--- config.mk ---
export PLATFORM = sky130hd
export DESIGN_NAME = ecd_top
export DESIGN_NICKNAME = d
export VERILOG_FILES = /design/src/shared/ecd_pkg.sv /design/src/shared/ecd_if.sv /design/src/rtl/ecd_top.sv /design/src/rtl/ecd_debounce.sv
export VERILOG_INCLUDE_DIRS = /design/src /design/src/shared
export SDC_FILE = /design/constraint.sdc
export NUM_CORES = 1
export LEC_CHECK = 0
export BUFFER_PORTS_ARGS = -buffer_cell sky130_fd_sc_hd__buf_2
export CAP_MARGIN = 20
export CELL_PAD_IN_SITES_DETAIL_PLACEMENT = 1
export CELL_PAD_IN_SITES_GLOBAL_PLACEMENT = 1
export CORE_MARGIN = 3
export CORE_UTILIZATION = 50
export DETAILED_ROUTE_END_ITERATION = 10
export PLACE_DENSITY_LB_ADDON = 0.1
export REMOVE_ABC_BUFFERS = 1
export SLEW_MARGIN = 20
export SYNTH_ARGS = -nofsm -noshare
export SYNTH_HDL_FRONTEND = slang
export SYNTH_HIERARCHICAL = 1
export SYNTH_SLANG_ARGS = --single-unit
--- constraint.sdc ---
create_clock -name i_clk -period 3.9 [get_ports i_clk]
set_input_delay 0.585 -clock i_clk [delete_from_list [all_inputs] [get_ports i_clk]]
set_output_delay 0.585 -clock i_clk [all_outputs]
set_load 0.01 [all_outputs]
--- src/shared/ecd_params.svh ---
// Purpose: constants of the engine discrete I/O block
// Assumes: 40 MHz system clock
// Notes: times kept in their own unit, cycle counts derived
`ifndef ECD_PARAMS_SVH
`define ECD_PARAMS_SVH
// ----------------------------------------
// Timing
// ----------------------------------------
`define ECD_CLK_HZ 40000000
`define ECD_DEB_MS 10
`define ECD_DEB_CYC (`ECD_DEB_MS * (`ECD_CLK_HZ / 1000))
`define ECD_BOOT_S 20
`define ECD_BOOT_CYC (`ECD_BOOT_S * `ECD_CLK_HZ)
`define ECD_FLASH_MS 250
`define ECD_FLASH_CYC (`ECD_FLASH_MS * (`ECD_CLK_HZ / 1000))
// ----------------------------------------
// Contact positions
// ----------------------------------------
`define ECD_IN_RUN 0
`define ECD_IN_MANV 1
`define ECD_IN_RAISE 2
`define ECD_IN_LOWER 3
`define ECD_IN_ARST 4
`define ECD_IN_F 5
`define ECD_IN_DEMAND 6
`define ECD_IN_ENGAGED 7
`define ECD_IN_SEL 8
`define ECD_N_CONTACT 8
`define ECD_N_IN 9
// ----------------------------------------
// Node id checks and reset values
// ----------------------------------------
`define ECD_NODE_W 8
`define ECD_NODE_UNSET 8'h00
`define ECD_NODE_BAD 8'hFF
`define ECD_RST_BIT 1'b0
`endif

--- src/shared/ecd_pkg.sv ---
// Purpose: types of the engine discrete I/O block
// Assumes: constants come from the params header
// Notes: none
`include "ecd_params.svh"
package ecd_pkg;
  typedef logic [`ECD_N_CONTACT-1:0] ecd_contact_t;
  typedef logic [`ECD_NODE_W-1:0] ecd_node_t;
  typedef enum logic [1:0] {
    ECD_CL_OPEN,
    ECD_CL_CLOSED,
    ECD_CL_UNLOAD
  } ecd_clutch_e;
endpackage

--- src/shared/ecd_if.sv ---
// Purpose: raw and cleaned contact levels between top and debouncer
// Assumes: one clock
// Notes: none
`timescale 1ns/1ps
interface ecd_if #(
  parameter int N = 9
);
  logic [N-1:0] raw;
  logic [N-1:0] clean;
  modport src (output raw, input clean);
  modport deb (input raw, output clean);
endinterface

--- src/rtl/ecd_top.sv ---
// Purpose: contact flags, alarm relays, clutch relay and indicators
// Assumes: pin high means contact closed; alarm causes, settings,
//          speed and network status come from logic on i_clk
// Notes: long times are parameters so a simulation can shorten them
`timescale 1ns/1ps
`include "ecd_params.svh"

module ecd_top #(
  parameter int NW = 4,
  parameter int NS = 4,
  parameter int DEB_CYC = `ECD_DEB_CYC,
  parameter int BOOT_CYC = `ECD_BOOT_CYC,
  parameter int FLASH_CYC = `ECD_FLASH_CYC
) (
  input wire logic i_clk,
  input wire logic i_rstn,
  input wire ecd_pkg::ecd_contact_t i_contact,
  input wire logic i_port_sel_contact,
  input wire logic i_is_slave,
  input wire logic [NW-1:0] i_warning_cause,
  input wire logic [NS-1:0] i_severe_cause,
  input wire logic i_warning_relay_polarity,
  input wire logic i_severe_relay_polarity,
  input wire logic i_input_f_role_select,
  input wire logic i_permissives_ok,
  input wire logic i_load_at_unload_trip,
  input wire logic i_run_mode,
  input wire logic [1:0] i_below_failsafe,
  input wire ecd_pkg::ecd_node_t i_net_node_id_chan_one,
  input wire ecd_pkg::ecd_node_t i_net_node_id_chan_two,
  input wire logic [1:0] i_chan_fault,
  input wire logic i_reset_all_alarms,
  output logic [`ECD_N_CONTACT-1:0] o_contact_status,
  output logic o_external_setpoint_chosen,
  output logic o_pc_link_chosen,
  output logic o_handheld_enable,
  output logic o_warning_alarm,
  output logic o_severe_alarm,
  output logic o_relay_one,
  output logic o_relay_two,
  output logic o_clutch_relay,
  output logic o_unload_request,
  output logic o_torque_limit_active,
  output logic o_emergency_declutch,
  output logic [1:0] o_sensor_fail_led,
  output logic o_led_three,
  output logic o_led_four,
  output logic o_net_functions_enable,
  output logic o_cpu_led
);
  import ecd_pkg::*;

  localparam int BW = $clog2(BOOT_CYC + 1);
  localparam int FW = $clog2(FLASH_CYC + 1);

  // ----------------------------------------
  // Contact conditioning
  // ----------------------------------------
  ecd_if #(.N(`ECD_N_IN)) u_if ();

  // Selector pin rides above the eight contacts
  assign u_if.raw = {i_port_sel_contact, i_contact};

  ecd_debounce #(
    .N(`ECD_N_IN),
    .DEB_CYC(DEB_CYC)
  ) u_deb (
    .i_clk(i_clk),
    .i_rstn(i_rstn),
    .bus(u_if.deb)
  );

  // Named views of the cleaned contacts
  wire [`ECD_N_IN-1:0] cl = u_if.clean;
  wire raise_c = cl[`ECD_IN_RAISE];
  wire lower_c = cl[`ECD_IN_LOWER];
  wire arst_c = cl[`ECD_IN_ARST];
  wire f_c = cl[`ECD_IN_F];
  wire demand_c = cl[`ECD_IN_DEMAND];
  wire engaged_c = cl[`ECD_IN_ENGAGED];
  wire sel_c = cl[`ECD_IN_SEL];

  // ----------------------------------------
  // Contact flags and port selection
  // ----------------------------------------
  wire ext_sp_d = raise_c && lower_c && !i_is_slave;

  // Flags follow the debounced level, one flop late
  always_ff @(posedge i_clk) begin
    if (!i_rstn) begin
      o_contact_status <= '0;
      o_external_setpoint_chosen <= `ECD_RST_BIT;
      o_pc_link_chosen <= `ECD_RST_BIT;
      o_handheld_enable <= 1'b1;
    end else begin
      o_contact_status <= cl[`ECD_N_CONTACT-1:0];
      o_external_setpoint_chosen <= ext_sp_d;
      o_pc_link_chosen <= sel_c;
      o_handheld_enable <= !sel_c;
    end
  end

  // ----------------------------------------
  // Alarm latches and reset
  // ----------------------------------------
  logic sw_rst_prev_q;
  logic arst_prev_q;
  logic [NW-1:0] warn_lat_q;
  logic [NS-1:0] sev_lat_q;
  logic [1:0] sfail_q;

  // Either the setting or the reset contact rising clears
  wire clr = (i_reset_all_alarms && !sw_rst_prev_q) || (arst_c && !arst_prev_q);

  // A live cause always wins over a clear
  wire [NW-1:0] warn_lat_d = (warn_lat_q & ~({NW{clr}} & ~i_warning_cause))
                           | i_warning_cause;
  wire [NS-1:0] sev_lat_d = (sev_lat_q & ~({NS{clr}} & ~i_severe_cause))
                          | i_severe_cause;
  wire [1:0] sfail_cause = i_below_failsafe & {2{i_run_mode}};
  wire [1:0] sfail_d = (sfail_q & ~({2{clr}} & ~sfail_cause)) | sfail_cause;

  wire warn_d = |warn_lat_d;
  wire sev_d = |sev_lat_d;

  // Latches and edge history
  always_ff @(posedge i_clk) begin
    if (!i_rstn) begin
      sw_rst_prev_q <= `ECD_RST_BIT;
      arst_prev_q <= `ECD_RST_BIT;
      warn_lat_q <= '0;
      sev_lat_q <= '0;
      sfail_q <= '0;
    end else begin
      sw_rst_prev_q <= i_reset_all_alarms;
      arst_prev_q <= arst_c;
      warn_lat_q <= warn_lat_d;
      sev_lat_q <= sev_lat_d;
      sfail_q <= sfail_d;
    end
  end

  // Alarm flags, relays and sensor lamps
  always_ff @(posedge i_clk) begin
    if (!i_rstn) begin
      o_warning_alarm <= `ECD_RST_BIT;
      o_severe_alarm <= `ECD_RST_BIT;
      o_relay_one <= `ECD_RST_BIT;
      o_relay_two <= `ECD_RST_BIT;
      o_sensor_fail_led <= '0;
    end else begin
      o_warning_alarm <= warn_d;
      o_severe_alarm <= sev_d;
      o_relay_one <= warn_d ^ i_warning_relay_polarity;
      o_relay_two <= sev_d ^ i_severe_relay_polarity;
      o_sensor_fail_led <= sfail_d;
    end
  end

  // ----------------------------------------
  // Clutch command
  // ----------------------------------------
  ecd_clutch_e cl_st_q;
  ecd_clutch_e cl_st_d;

  wire emerg = !i_input_f_role_select && f_c;
  wire torque_d = i_input_f_role_select && f_c;
  wire engage_ok = engaged_c || (demand_c && i_permissives_ok);

  // Emergency beats everything; unload holds relay until trip point
  always_comb begin
    cl_st_d = cl_st_q;
    case (cl_st_q)
      ECD_CL_OPEN: begin
        if (!emerg && engage_ok) begin
          cl_st_d = ECD_CL_CLOSED;
        end
      end
      ECD_CL_CLOSED: begin
        if (emerg) begin
          cl_st_d = ECD_CL_OPEN;
        end else if (!demand_c) begin
          cl_st_d = i_load_at_unload_trip ? ECD_CL_OPEN : ECD_CL_UNLOAD;
        end
      end
      ECD_CL_UNLOAD: begin
        if (emerg) begin
          cl_st_d = ECD_CL_OPEN;
        end else if (demand_c) begin
          cl_st_d = ECD_CL_CLOSED;
        end else if (i_load_at_unload_trip) begin
          cl_st_d = ECD_CL_OPEN;
        end
      end
      default: begin
        cl_st_d = ECD_CL_OPEN;
      end
    endcase
  end

  // Relay drives from the next state so it moves with the state
  always_ff @(posedge i_clk) begin
    if (!i_rstn) begin
      cl_st_q <= ECD_CL_OPEN;
      o_clutch_relay <= `ECD_RST_BIT;
      o_unload_request <= `ECD_RST_BIT;
      o_torque_limit_active <= `ECD_RST_BIT;
      o_emergency_declutch <= `ECD_RST_BIT;
    end else begin
      cl_st_q <= cl_st_d;
      o_clutch_relay <= cl_st_d != ECD_CL_OPEN;
      o_unload_request <= cl_st_d == ECD_CL_UNLOAD;
      o_torque_limit_active <= torque_d;
      o_emergency_declutch <= emerg;
    end
  end

  // ----------------------------------------
  // Network indicators
  // ----------------------------------------
  logic [FW-1:0] fl_cnt_q;
  logic fl_ph_q;

  // Zero reads as unset, all ones or a duplicate as improper
  wire id1_bad = i_net_node_id_chan_one == `ECD_NODE_UNSET
              || i_net_node_id_chan_one == `ECD_NODE_BAD;
  wire id2_bad = i_net_node_id_chan_two == `ECD_NODE_UNSET
              || i_net_node_id_chan_two == `ECD_NODE_BAD;
  wire id_bad = id1_bad || id2_bad
             || i_net_node_id_chan_one == i_net_node_id_chan_two;
  wire fl_wrap = fl_cnt_q == FW'(FLASH_CYC - 1);
  wire both_flt = &i_chan_fault;

  // Free-running flash phase
  always_ff @(posedge i_clk) begin
    if (!i_rstn) begin
      fl_cnt_q <= '0;
      fl_ph_q <= `ECD_RST_BIT;
    end else begin
      fl_cnt_q <= fl_wrap ? '0 : fl_cnt_q + 1'b1;
      fl_ph_q <= fl_ph_q ^ fl_wrap;
    end
  end

  // Lamps and the network function enable
  always_ff @(posedge i_clk) begin
    if (!i_rstn) begin
      o_led_three <= `ECD_RST_BIT;
      o_led_four <= `ECD_RST_BIT;
      o_net_functions_enable <= `ECD_RST_BIT;
    end else begin
      o_led_three <= id_bad && fl_ph_q;
      o_led_four <= both_flt;
      o_net_functions_enable <= !both_flt;
    end
  end

  // ----------------------------------------
  // Start-up indicator
  // ----------------------------------------
  logic [BW-1:0] boot_cnt_q;
  wire boot_done = boot_cnt_q == BW'(BOOT_CYC - 1);

  // Counts once after reset, then holds the lamp on
  always_ff @(posedge i_clk) begin
    if (!i_rstn) begin
      boot_cnt_q <= '0;
      o_cpu_led <= `ECD_RST_BIT;
    end else begin
      if (!boot_done) begin
        boot_cnt_q <= boot_cnt_q + 1'b1;
      end
      o_cpu_led <= o_cpu_led || boot_done;
    end
  end
endmodule

--- src/rtl/ecd_debounce.sv ---
// Purpose: two-stage synchroniser and debounce per contact
// Assumes: contact pins are asynchronous to i_clk
// Notes: a level must hold DEB_CYC cycles before it is taken
`timescale 1ns/1ps
module ecd_debounce #(
  parameter int N = 9,
  parameter int DEB_CYC = 400000
) (
  input wire logic i_clk,
  input wire logic i_rstn,
  ecd_if.deb bus
);
  localparam int CW = $clog2(DEB_CYC + 1);

  // ----------------------------------------
  // Per contact channel
  // ----------------------------------------
  for (genvar g = 0; g < N; g++) begin : g_ch
    logic s1_q;
    logic s2_q;
    logic cl_q;
    logic [CW-1:0] cnt_q;
    wire diff = s2_q != cl_q;
    wire done = cnt_q == CW'(DEB_CYC - 1);

    // First stage read only by second stage
    always_ff @(posedge i_clk) begin
      if (!i_rstn) begin
        s1_q <= `ECD_RST_BIT;
        s2_q <= `ECD_RST_BIT;
      end else begin
        s1_q <= bus.raw[g];
        s2_q <= s1_q;
      end
    end

    // Restart count whenever level bounces back
    always_ff @(posedge i_clk) begin
      if (!i_rstn) begin
        cnt_q <= '0;
        cl_q <= `ECD_RST_BIT;
      end else begin
        cnt_q <= (diff && !done) ? cnt_q + 1'b1 : '0;
        if (diff && done) begin
          cl_q <= s2_q;
        end
      end
    end

    assign bus.clean[g] = cl_q;
  end
endmodule

==> impl_metrics.tcl, run 1 <==
set metrics [dict create \
    syn_area_per_cell_sq_um 8.864 \
    grt_first_pass_wirelength_um 49300 \
    worstPathRequired_ns 4.38 \
    cts_tree "done" \
    clock-sinks 289 \
    tightest_slew_ns 0.8442 \
    syn_area_sq_um 12690 \
    placed_cell_area_sq_um 13240 \
    wl_per_cell_um 15.35 \
    finalHoldViolCount 0 \
    yosys-top-cells-area "dfxtp_1 (46%), xnor2_1 (7.9%), nor2_1 (6.0%)" \
    root_buffer "clkbuf_16" \
    synth_cell_types 63 \
    async_reset_ff_share_pct 0 \
    yosysMostFrequentCell "dfxtp_1" \
    cts_buffers 31 \
    arrival_ns 3.06 \
    dp.final_hpwl_um 19170 \
    busiest_layer "met2" \
    insertion_delay_ns 0.56 \
    maxSlewViolCount 0 \
    num_rows 57 \
    cts_setup_buffers 0 \
    die_area_sq_um 27330 \
    final_area_sq_um 14350 \
    cts_resized 0 \
    grt_use_total_pct 20.98 \
    path_class "reg -> reg" \
    core_sq_um 24600 \
    hold_buffers 0 \
    yosysTopAreaCell "dfxtp_1" \
    drt-total-wl_um 28290 \
    die_h_um 165.3 \
    slew_headroom_pct 43.29 \
    regArea_sq_um 5786 \
    run_status "completed" \
    drc_errors 0 \
    fin_nets 1553 \
    num_io_pins 72 \
    setup_tns_ns 0 \
    diodes 0 \
    synth_seq_area_share_pct 45.58 \
    synth-edff-count 0 \
    yosysTopAreaCellShare_pct 45.58 \
    drv_cap 0 \
    portBuffers 71 \
    place_congestion 0.7986 \
    power_density_nw_per_um2 437.6 \
    postRouteAntennaNets 0 \
    synth_cells 1432 \
    max_clock_freq_mhz 388.8 \
    ir_drop_mv 0.3477 \
    dr.pass1.iters 5 \
    crit_start "boot_cnt_q[11]" \
    worst_hold_startpoint "i_input_f_role_select" \
    path_max_fanout 24 \
    fin_crit_ns 2.572 \
    setup_viol 0 \
    cp-end-kind "register" \
    rr_startpoint "boot_cnt_q[11]" \
    vias 10165 \
    multi_input_area_sq_um 6516 \
    use_met3_pct 2.644 \
    drive_gt1_share_pct 10.14 \
    synthToLayoutAreaGrowth_pct 13.07 \
    yosysWarnings 6 \
    rsz0062_at_grt "false" \
    clock_path_buffers 3 \
    hp-class "in -> reg" \
    use_met1_pct 27.08 \
    netlist_top_cells_count "dfxtp_1 (289), nor2_1 (204), xnor2_1 (114), nand2_1 (92), nand3_1 (90)" \
    overflow 0 \
    first_global_vias 10488 \
    p_leak_nw 4.648 \
    use_met2_pct 37.51 \
    period_share_pct 65.95 \
    drtIter0Drc 480 \
    cts_max_level 1 \
    path_clk_slew_ns 0.06 \
    viasPerCell 5.515 \
    die_x_um 165.3 \
    start_util_pct 51.59 \
    startpoint_type "register" \
    grt_start_max_net_pins 54 \
    skew_ns 0.01226 \
    ys_ff_latch 289 \
    antenna_found_initial 0 \
    fillCellCount 2871 \
    synthFlopType "dfxtp_1" \
]
placed cells by master, fill, tap and decap left out, types with 8 or more instances in the layout:
cell	netlist	layout
and3_1	19	19
o31ai_1	9	9
inv_1	37	37
or2_2	8	8
buf_2	10	70
nor2_1	204	204
nor3_1	49	49
ha_1	11	11
and4_1	10	10
nor4_1	58	58
mux2i_1	19	19
a21oi_1	41	41
dfxtp_1	289	289
nor2b_1	17	17
or4_1	16	16
clkbuf_8	0	8
or3_1	27	27
xnor2_1	114	114
o21ai_0	28	28
nand4_1	50	50
clkbuf_16	0	31
and2_1	49	49
xor2_1	62	62
nand3_1	90	90
nand2_1	92	92
critical path, stage by stage (launching register included):
cell and delay [ns]:
dfxtp_1 0.38, or4b_1 0.60, nor4_4 0.31, and4_1 0.81
o21ai_0 0.25, a21boi_1 0.15
registers in the layout (all words and copies together), names as in the netlist, 2 cells and up:
name	flops
o_contact_status	8
o_sensor_fail_led	2
u_deb/g_ch.s1_q	9
boot_cnt_q	30
u_deb/g_ch.cnt_q	171
warn_lat_q	4
u_deb/g_ch.s2_q	9
u_deb/g_ch.cl_q	9
sev_lat_q	4
fl_cnt_q	24
cl_st_q	2
area by class of cell:
cell class              count  area share (%)
multi-input cells        1060           45.40
inverters                  37          0.9677
clock inverters            16           1.517
clock buffers              41           6.224
repair buffers             76           2.755
well taps                 324           2.825
flip-flops and latches    289           40.31
cell families (layout without fill, tap and decap cells):
| logic type | count (synthesis) | count (layout) | synth area share, % |
|---|---|---|---|
| XOR/XNOR | 176 | 176 | 12.14 |
| adder cells (fa/ha/maj) | 11 | 11 | 1.084 |
| multiplexers | 19 | 19 | 1.498 |
| buffers and inverters | 83 | 170 | 3.115 |
| AO/OA/AOI/OAI | 114 | 114 | 5.549 |
| AND/OR/NAND/NOR | 740 | 740 | 31.03 |
| flip-flops | 289 | 289 | 45.58 |
stage by stage:
stage	util [%]	setup WS [ns]	std cells	power (mW)	hold slack [ns]
after floorplan	-	1.735	1386	3.122	0.4021
after global placement	53.80	1.422	1786	3.194	0.4163
after detailed placement	53.82	1.357	1786	3.200	0.4216
after CTS	58.33	1.329	1843	6.360	0.1900
after global routing	58.33	1.137	1843	6.517	0.2026
final	58.33	1.328	1843	6.280	0.2096
power breakdown:
group	leakage, nW	switching [mW]	total [mW]	internal (mW)
logic	1.76	0.0800	0.136	0.0556
clock network	0.549	1.21	3.15	1.93
registers	2.34	0.0178	3.00	2.98
routing by layer:
layer  up-vias  share of wire [%]
li1       5136                  -
met1      4909                 46
met2        86                 50
met3        34                2.1
met4         0                1.7
met5         -                  0
worst paths after layout:
kind / cells after the start / endpoint / slack, ns
setup reg to reg: 5 / boot_cnt_q[4] / 1.33
hold / removal: 2 / o_emergency_declutch / 0.21
hold reg to reg: 1 / u_deb/g_ch[5].s2_q / 0.43
setup / recovery: 5 / boot_cnt_q[4] / 1.33
No activity file was read; power rests on OpenSTA's default activity.
==> inputs of run 2 (changes only) <==
Settings changed: CORE_UTILIZATION 50 to 42.
Clock period 3.9 ns to 2.25 ns, I/O delays scaled along.
==> run 2 against run 1 <==
Against the previous run:
- total power rose by 73%
- non-clock buffer count grew 37
- clock skew rose by 0.0045 ns
- largest cell class unchanged
- combinational power is 88% higher
- flip-flop and latch count did not move
==> impl_metrics.tcl, run 2 (synthesis gave the netlist of run 1 again) <==
set metrics [dict create \
    run_status "completed" \
    arrival_ns 2.41 \
    drive_gt1_share_pct 12.17 \
    seq_power_share_pct 47.8 \
    startpoint_type "register" \
    maxSlewViolCount 0 \
    final_cells 1951 \
    rsz0062_at_grt "false" \
    placed_cell_area_sq_um 13630 \
    overflow 0 \
    start_util_pct 42.71 \
    hp-class "in -> reg" \
    insertion_delay_ns 0.51 \
    fin_crit_ns 2.025 \
    cts_max_level 2 \
    tightest_slew_ns 0.5661 \
    path_clk_slew_ns 0.06 \
    p_int_mw 8.553 \
    largestRegisters "u_deb/g_ch.cnt_q (171), boot_cnt_q (30), fl_cnt_q (24)" \
    dp.final_hpwl_um 19570 \
    place_congestion 0.7701 \
    core_sq_um 29720 \
    die_x_um 179.8 \
    cts_setup_buffers 0 \
    grt_start_max_net_pins 40 \
    final_common_cell "dfxtp_1" \
    die_area_sq_um 32340 \
    path_class "reg -> reg" \
    crit_slowest_cell "or4_4" \
    antenna_found_initial 0 \
    fin_nets 1594 \
    cts_tree "done" \
    hold_buffers 1 \
    crit_chain "or4_4 > nor4_4 > and4_1 > buf_4 > mux2i_1 > nor2b_1" \
    final_area_sq_um 14760 \
    synthToLayoutAreaGrowth_pct 16.24 \
    num_rows 63 \
    busiest_layer "met2" \
    fillCellCount 3535 \
    root_buffer "clkbuf_16" \
    p_sw_mw 2.326 \
    final_cell_mix "dfxtp_1 (289), nor2_1 (204), xnor2_1 (114), nand2_1 (92), nand3_1 (90)" \
    cpPeakStageDelay_ns 0.54 \
    use_met2_pct 29.73 \
    postRouteAntennaNets 0 \
    skew_ns 0.01680 \
    ir_drop_mv 0.5738 \
    wl_per_cell_um 14.49 \
    grt_first_pass_wirelength_um 49310 \
    drc_errors 0 \
    dr.pass1.iters 4 \
    path_max_fanout 20 \
    clock-sinks 289 \
    max_clock_freq_mhz 493.9 \
    vias 10209 \
    largest_register_ffs 171 \
    viasPerCell 5.233 \
    slew_headroom_pct 61.86 \
    diodes 0 \
    top_register "u_deb/g_ch.cnt_q" \
    cts_resized 0 \
    use_met3_pct 2.711 \
    first_global_vias 10366 \
    cts_buffers 35 \
    worstPathRequired_ns 2.64 \
    clkPwrFrac_pct 49.9 \
    clock_path_buffers 3 \
    p_sw_share_pct 21.38 \
    grt_use_total_pct 17.34 \
    finalHoldViolCount 0 \
    power_density_nw_per_um2 737.3 \
    p_comb_share_pct 2.3 \
    period_share_pct 89.99 \
    portBuffers 71 \
    p_leak_nw 4.842 \
    setup_tns_ns 0 \
    num_io_pins 72 \
    dpl.cell_count 1888 \
    holdWs_ns 0.02981 \
    drv_cap 0 \
    use_met1_pct 22.91 \
    setup_viol 0 \
    cp-end-kind "register" \
    die_h_um 179.8 \
    drt-total-wl_um 28280 \
    drtIter0Drc 329 \
]
==> run 2: cell count changes in the layout (fill, tap and decap cells not counted), moves of 3 or more <==
cell / delta
clkbuf_16: +4
buf_4: +33
bufinv_16: -4
clkbuf_1: +4
buf_12: +3
==> run 2: final timing paths <==
kind,cells past startpoint,slack [ns],endpoint,from
min reg2reg,1,0.43,u_deb/g_ch[7].s2_q,u_deb/g_ch[7].s1_q
min,2,0.03,cl_st_q[1],i_load_at_unload_trip
max reg2reg,6,0.23,boot_cnt_q[1],boot_cnt_q[14]
max,6,0.23,boot_cnt_q[1],boot_cnt_q[14]
==> run 2: worst max-delay path: cells and delay by family, from the launching register on <==
family	cells	cell delay, ns
and+or+nand+nor	4	1.13
muxes	1	0.21
DFF	1	0.35
buffers and inverters	1	0.23
==> run 2: area by class of cell <==
cell class	instances	area, sq um	area share, %
timing repair buffer	113	713.2	4.833
tap	390	488.0	3.307
multi-input combinational	1060	6513	44.14
clock buffer	50	1022	6.928
inverter	37	138.9	0.9412
clock inverter	12	95.09	0.6445
sequential	289	5786	39.21
==> run 2: layer usage <==
| metal | up-vias | share of wire, % |
|---|---|---|
| li1 | 5201 | - |
| met1 | 4859 | 48 |
| met2 | 100 | 47 |
| met3 | 49 | 2.8 |
| met4 | 0 | 2.1 |
| met5 | - | 0 |
==> run 2: power groups by stage <==
stage / Sequential [mW] / Combinational [mW] / Clock (mW)
2_1_floorplan: 5.31 / 0.106 / 0
3_3_place_gp: 5.31 / 0.253 / 0
3_5_place_dp: 5.31 / 0.260 / 0
4_1_cts: 5.20 / 0.263 / 5.62
5_1_grt: 5.20 / 0.289 / 5.87
6_report: 5.20 / 0.255 / 5.43
==> run 2: per-stage QoR <==
step | total power, mW | setup slack, ns | util [%]
floorplan | 5.411 | 0.08518 | -
global placement | 5.560 | 0.2598 | 45.86
detailed placement | 5.569 | 0.2209 | 45.86
CTS | 11.08 | 0.2183 | 49.65
global route | 11.36 | 0.1071 | 49.65
finish | 10.88 | 0.2253 | 49.65
==> inputs of run 3 (changes only) <==
Settings changed: PLACE_DENSITY set to 0.84, PLACE_DENSITY_LB_ADDON 0.1 to unset.
==> run 3 against run 2 <==
Against the previous run:
- clock skew grew 0.0043 ns
- clock-buffer cell count decreased by 4
- setup slack lost 0.015 ns
- routed wire length grew 5.9%
- flip-flop and latch count is the same
- combinational power about the same
- hold slack got worse by 0.0080 ns
- largest cell class unchanged
- clock power grew 3%
- cell count fell by 0.26%
- die area stayed put
- sequential share of layout area barely moved
- critical endpoint is now boot_cnt_q[21]
- core utilization hardly changed
==> impl_metrics.tcl, run 3 (synthesis gave the netlist of run 1 again) <==
set metrics [dict create \
    p_sw_share_pct 20.70 \
    cp-end-kind "register" \
    power_density_nw_per_um2 749.0 \
    dp.final_hpwl_um 20040 \
    first_global_vias 11074 \
    largest_register_ffs 171 \
    overflow 0 \
    skew_ns 0.02114 \
    largestRegisters "u_deb/g_ch.cnt_q (171), boot_cnt_q (30), fl_cnt_q (24)" \
    die_h_um 179.8 \
    drv_cap 0 \
    viasPerCell 5.353 \
    drtIter0Drc 396 \
    hp-class "in -> reg" \
    regArea_sq_um 5786 \
    path_clk_slew_ns 0.06 \
    ff2ff_setup_slack_ns 0.21 \
    placed_cell_area_sq_um 13590 \
    clock-sinks 289 \
    startpoint_type "register" \
    final_area_sq_um 14740 \
    synthToLayoutAreaGrowth_pct 16.15 \
    rsz0062_at_grt "false" \
    holdWs_ns 0.02177 \
    path_class "reg -> reg" \
    arrival_ns 2.46 \
    cts_buffers 34 \
    whs_endpoint "o_emergency_declutch" \
    vias 10417 \
    p_sw_mw 2.286 \
    portBuffers 71 \
    period_share_pct 90.66 \
    finalHoldViolCount 0 \
    rr_startpoint "boot_cnt_q[5]" \
    power_mw 11.04 \
    grt_start_max_net_pins 49 \
    drc_errors 0 \
    grt_first_pass_wirelength_um 51240 \
    seq_power_share_pct 47.1 \
    p_leak_nw 4.825 \
    num_rows 63 \
    place_congestion 0.8181 \
    run_status "completed" \
    postRouteAntennaNets 0 \
    setup_viol 0 \
    dr.pass1.iters 4 \
    cts_setup_buffers 0 \
    diodes 0 \
    fillCellCount 3487 \
    root_buffer "clkbuf_16" \
    start_util_pct 42.71 \
    place_ws_ns 0.1624 \
    die_x_um 179.8 \
    maxSlewViolCount 0 \
    core_sq_um 29720 \
    path_max_fanout 8 \
    drive_gt1_share_pct 12.02 \
    p_int_mw 8.756 \
    slew_headroom_pct 54.56 \
    fin_nets 1590 \
    dpl.cell_count 1886 \
    tightest_slew_ns 0.6725 \
    max_clock_freq_mhz 490.2 \
    fin_ws_ns 0.2102 \
    cts_max_level 2 \
    grt_use_total_pct 17.98 \
    insertion_delay_ns 0.50 \
    worstPathRequired_ns 2.67 \
    cts_tree "done" \
    p_comb_share_pct 2.3 \
    top_register "u_deb/g_ch.cnt_q" \
    final_cell_mix "dfxtp_1 (289), nor2_1 (204), xnor2_1 (114), nand2_1 (92), nand3_1 (90)" \
    clkPwrFrac_pct 50.6 \
    wl_per_cell_um 15.38 \
    worst_hold_startpoint "i_input_f_role_select" \
    rr_endpoint "boot_cnt_q[21]" \
    die_area_sq_um 32340 \
    holdPathStages 2 \
    antenna_found_initial 0 \
    clock_path_buffers 3 \
    num_io_pins 72 \
    fin_crit_ns 2.040 \
    multi_input_area_sq_um 6518 \
    drt-total-wl_um 29940 \
    post-route-util_pct 49.61 \
    final_cells 1946 \
    ir_drop_mv 0.4991 \
    setup_tns_ns 0 \
    final_common_cell "dfxtp_1" \
    reg2reg_depth 4 \
]
run 3: cell count changes in the layout (fill, tap and decap cells not counted):
cell,previous run,this run
buf_12,3,1
nor3_1,49,48
clkbuf_8,9,5
clkinv_2,8,6
clkinvlp_4,1,2
nor3_2,0,1
bufinv_16,1,4
dlygate4sd3_1,1,0
run 3: area by class of cell:
class	instances	share of cell area [%]
clock buffer	46	6.560
clock inverter	14	1.239
inverter	37	0.9420
multi-input combinational	1060	44.21
sequential	289	39.24
tap	390	3.310
timing repair buffer	110	4.498
run 3: repair_timing:
item,in CTS,in global routing
hold buffers,0,0
endpoints found under the setup margin,0,5
gates resized for setup,0,1
run 3: metal layers:
| metal | vias to the layer above | GRT usage [%] | wire, um |
|---|---|---|---|
| li1 | 5193 | - | - |
| met2 | 104 | 32.99 | 15150 |
| met1 | 5068 | 21.78 | 13420 |
| met3 | 52 | 2.651 | 753 |
| met5 | - | 0 | 0 |
| met4 | 0 | 5.229 | 613 |
run 3: power by group through the flow:
| stage | sequential, mW | combinational (mW) | clock (mW) |
|---|---|---|---|
| after floorplan | 5.31 | 0.106 | 0 |
| after global placement | 5.31 | 0.246 | 0 |
| after detailed placement | 5.31 | 0.258 | 0 |
| after CTS | 5.20 | 0.262 | 5.75 |
| after global routing | 5.20 | 0.289 | 5.97 |
| final | 5.20 | 0.257 | 5.59 |
run 3: critical path: stages, from the launching register on:
cell and delay [ns]:
dfxtp_1 0.43, nand4_1 0.16, or4_1 0.71, nor4_1 0.43, mux2i_1 0.22
run 3: worst max path at each step:
stage | slack [ns] | startpoint | end | cells past startpoint
floorplan | 0.09 | boot_cnt_q[13] | boot_cnt_q[1] | 5
global placement | 0.27 | boot_cnt_q[13] | boot_cnt_q[1] | 6
detailed placement | 0.16 | boot_cnt_q[1] | boot_cnt_q[14] | 7
CTS | 0.10 | boot_cnt_q[1] | boot_cnt_q[16] | 7
global route | 0.04 | boot_cnt_q[5] | boot_cnt_q[21] | 4
finish | 0.21 | boot_cnt_q[5] | boot_cnt_q[21] | 4
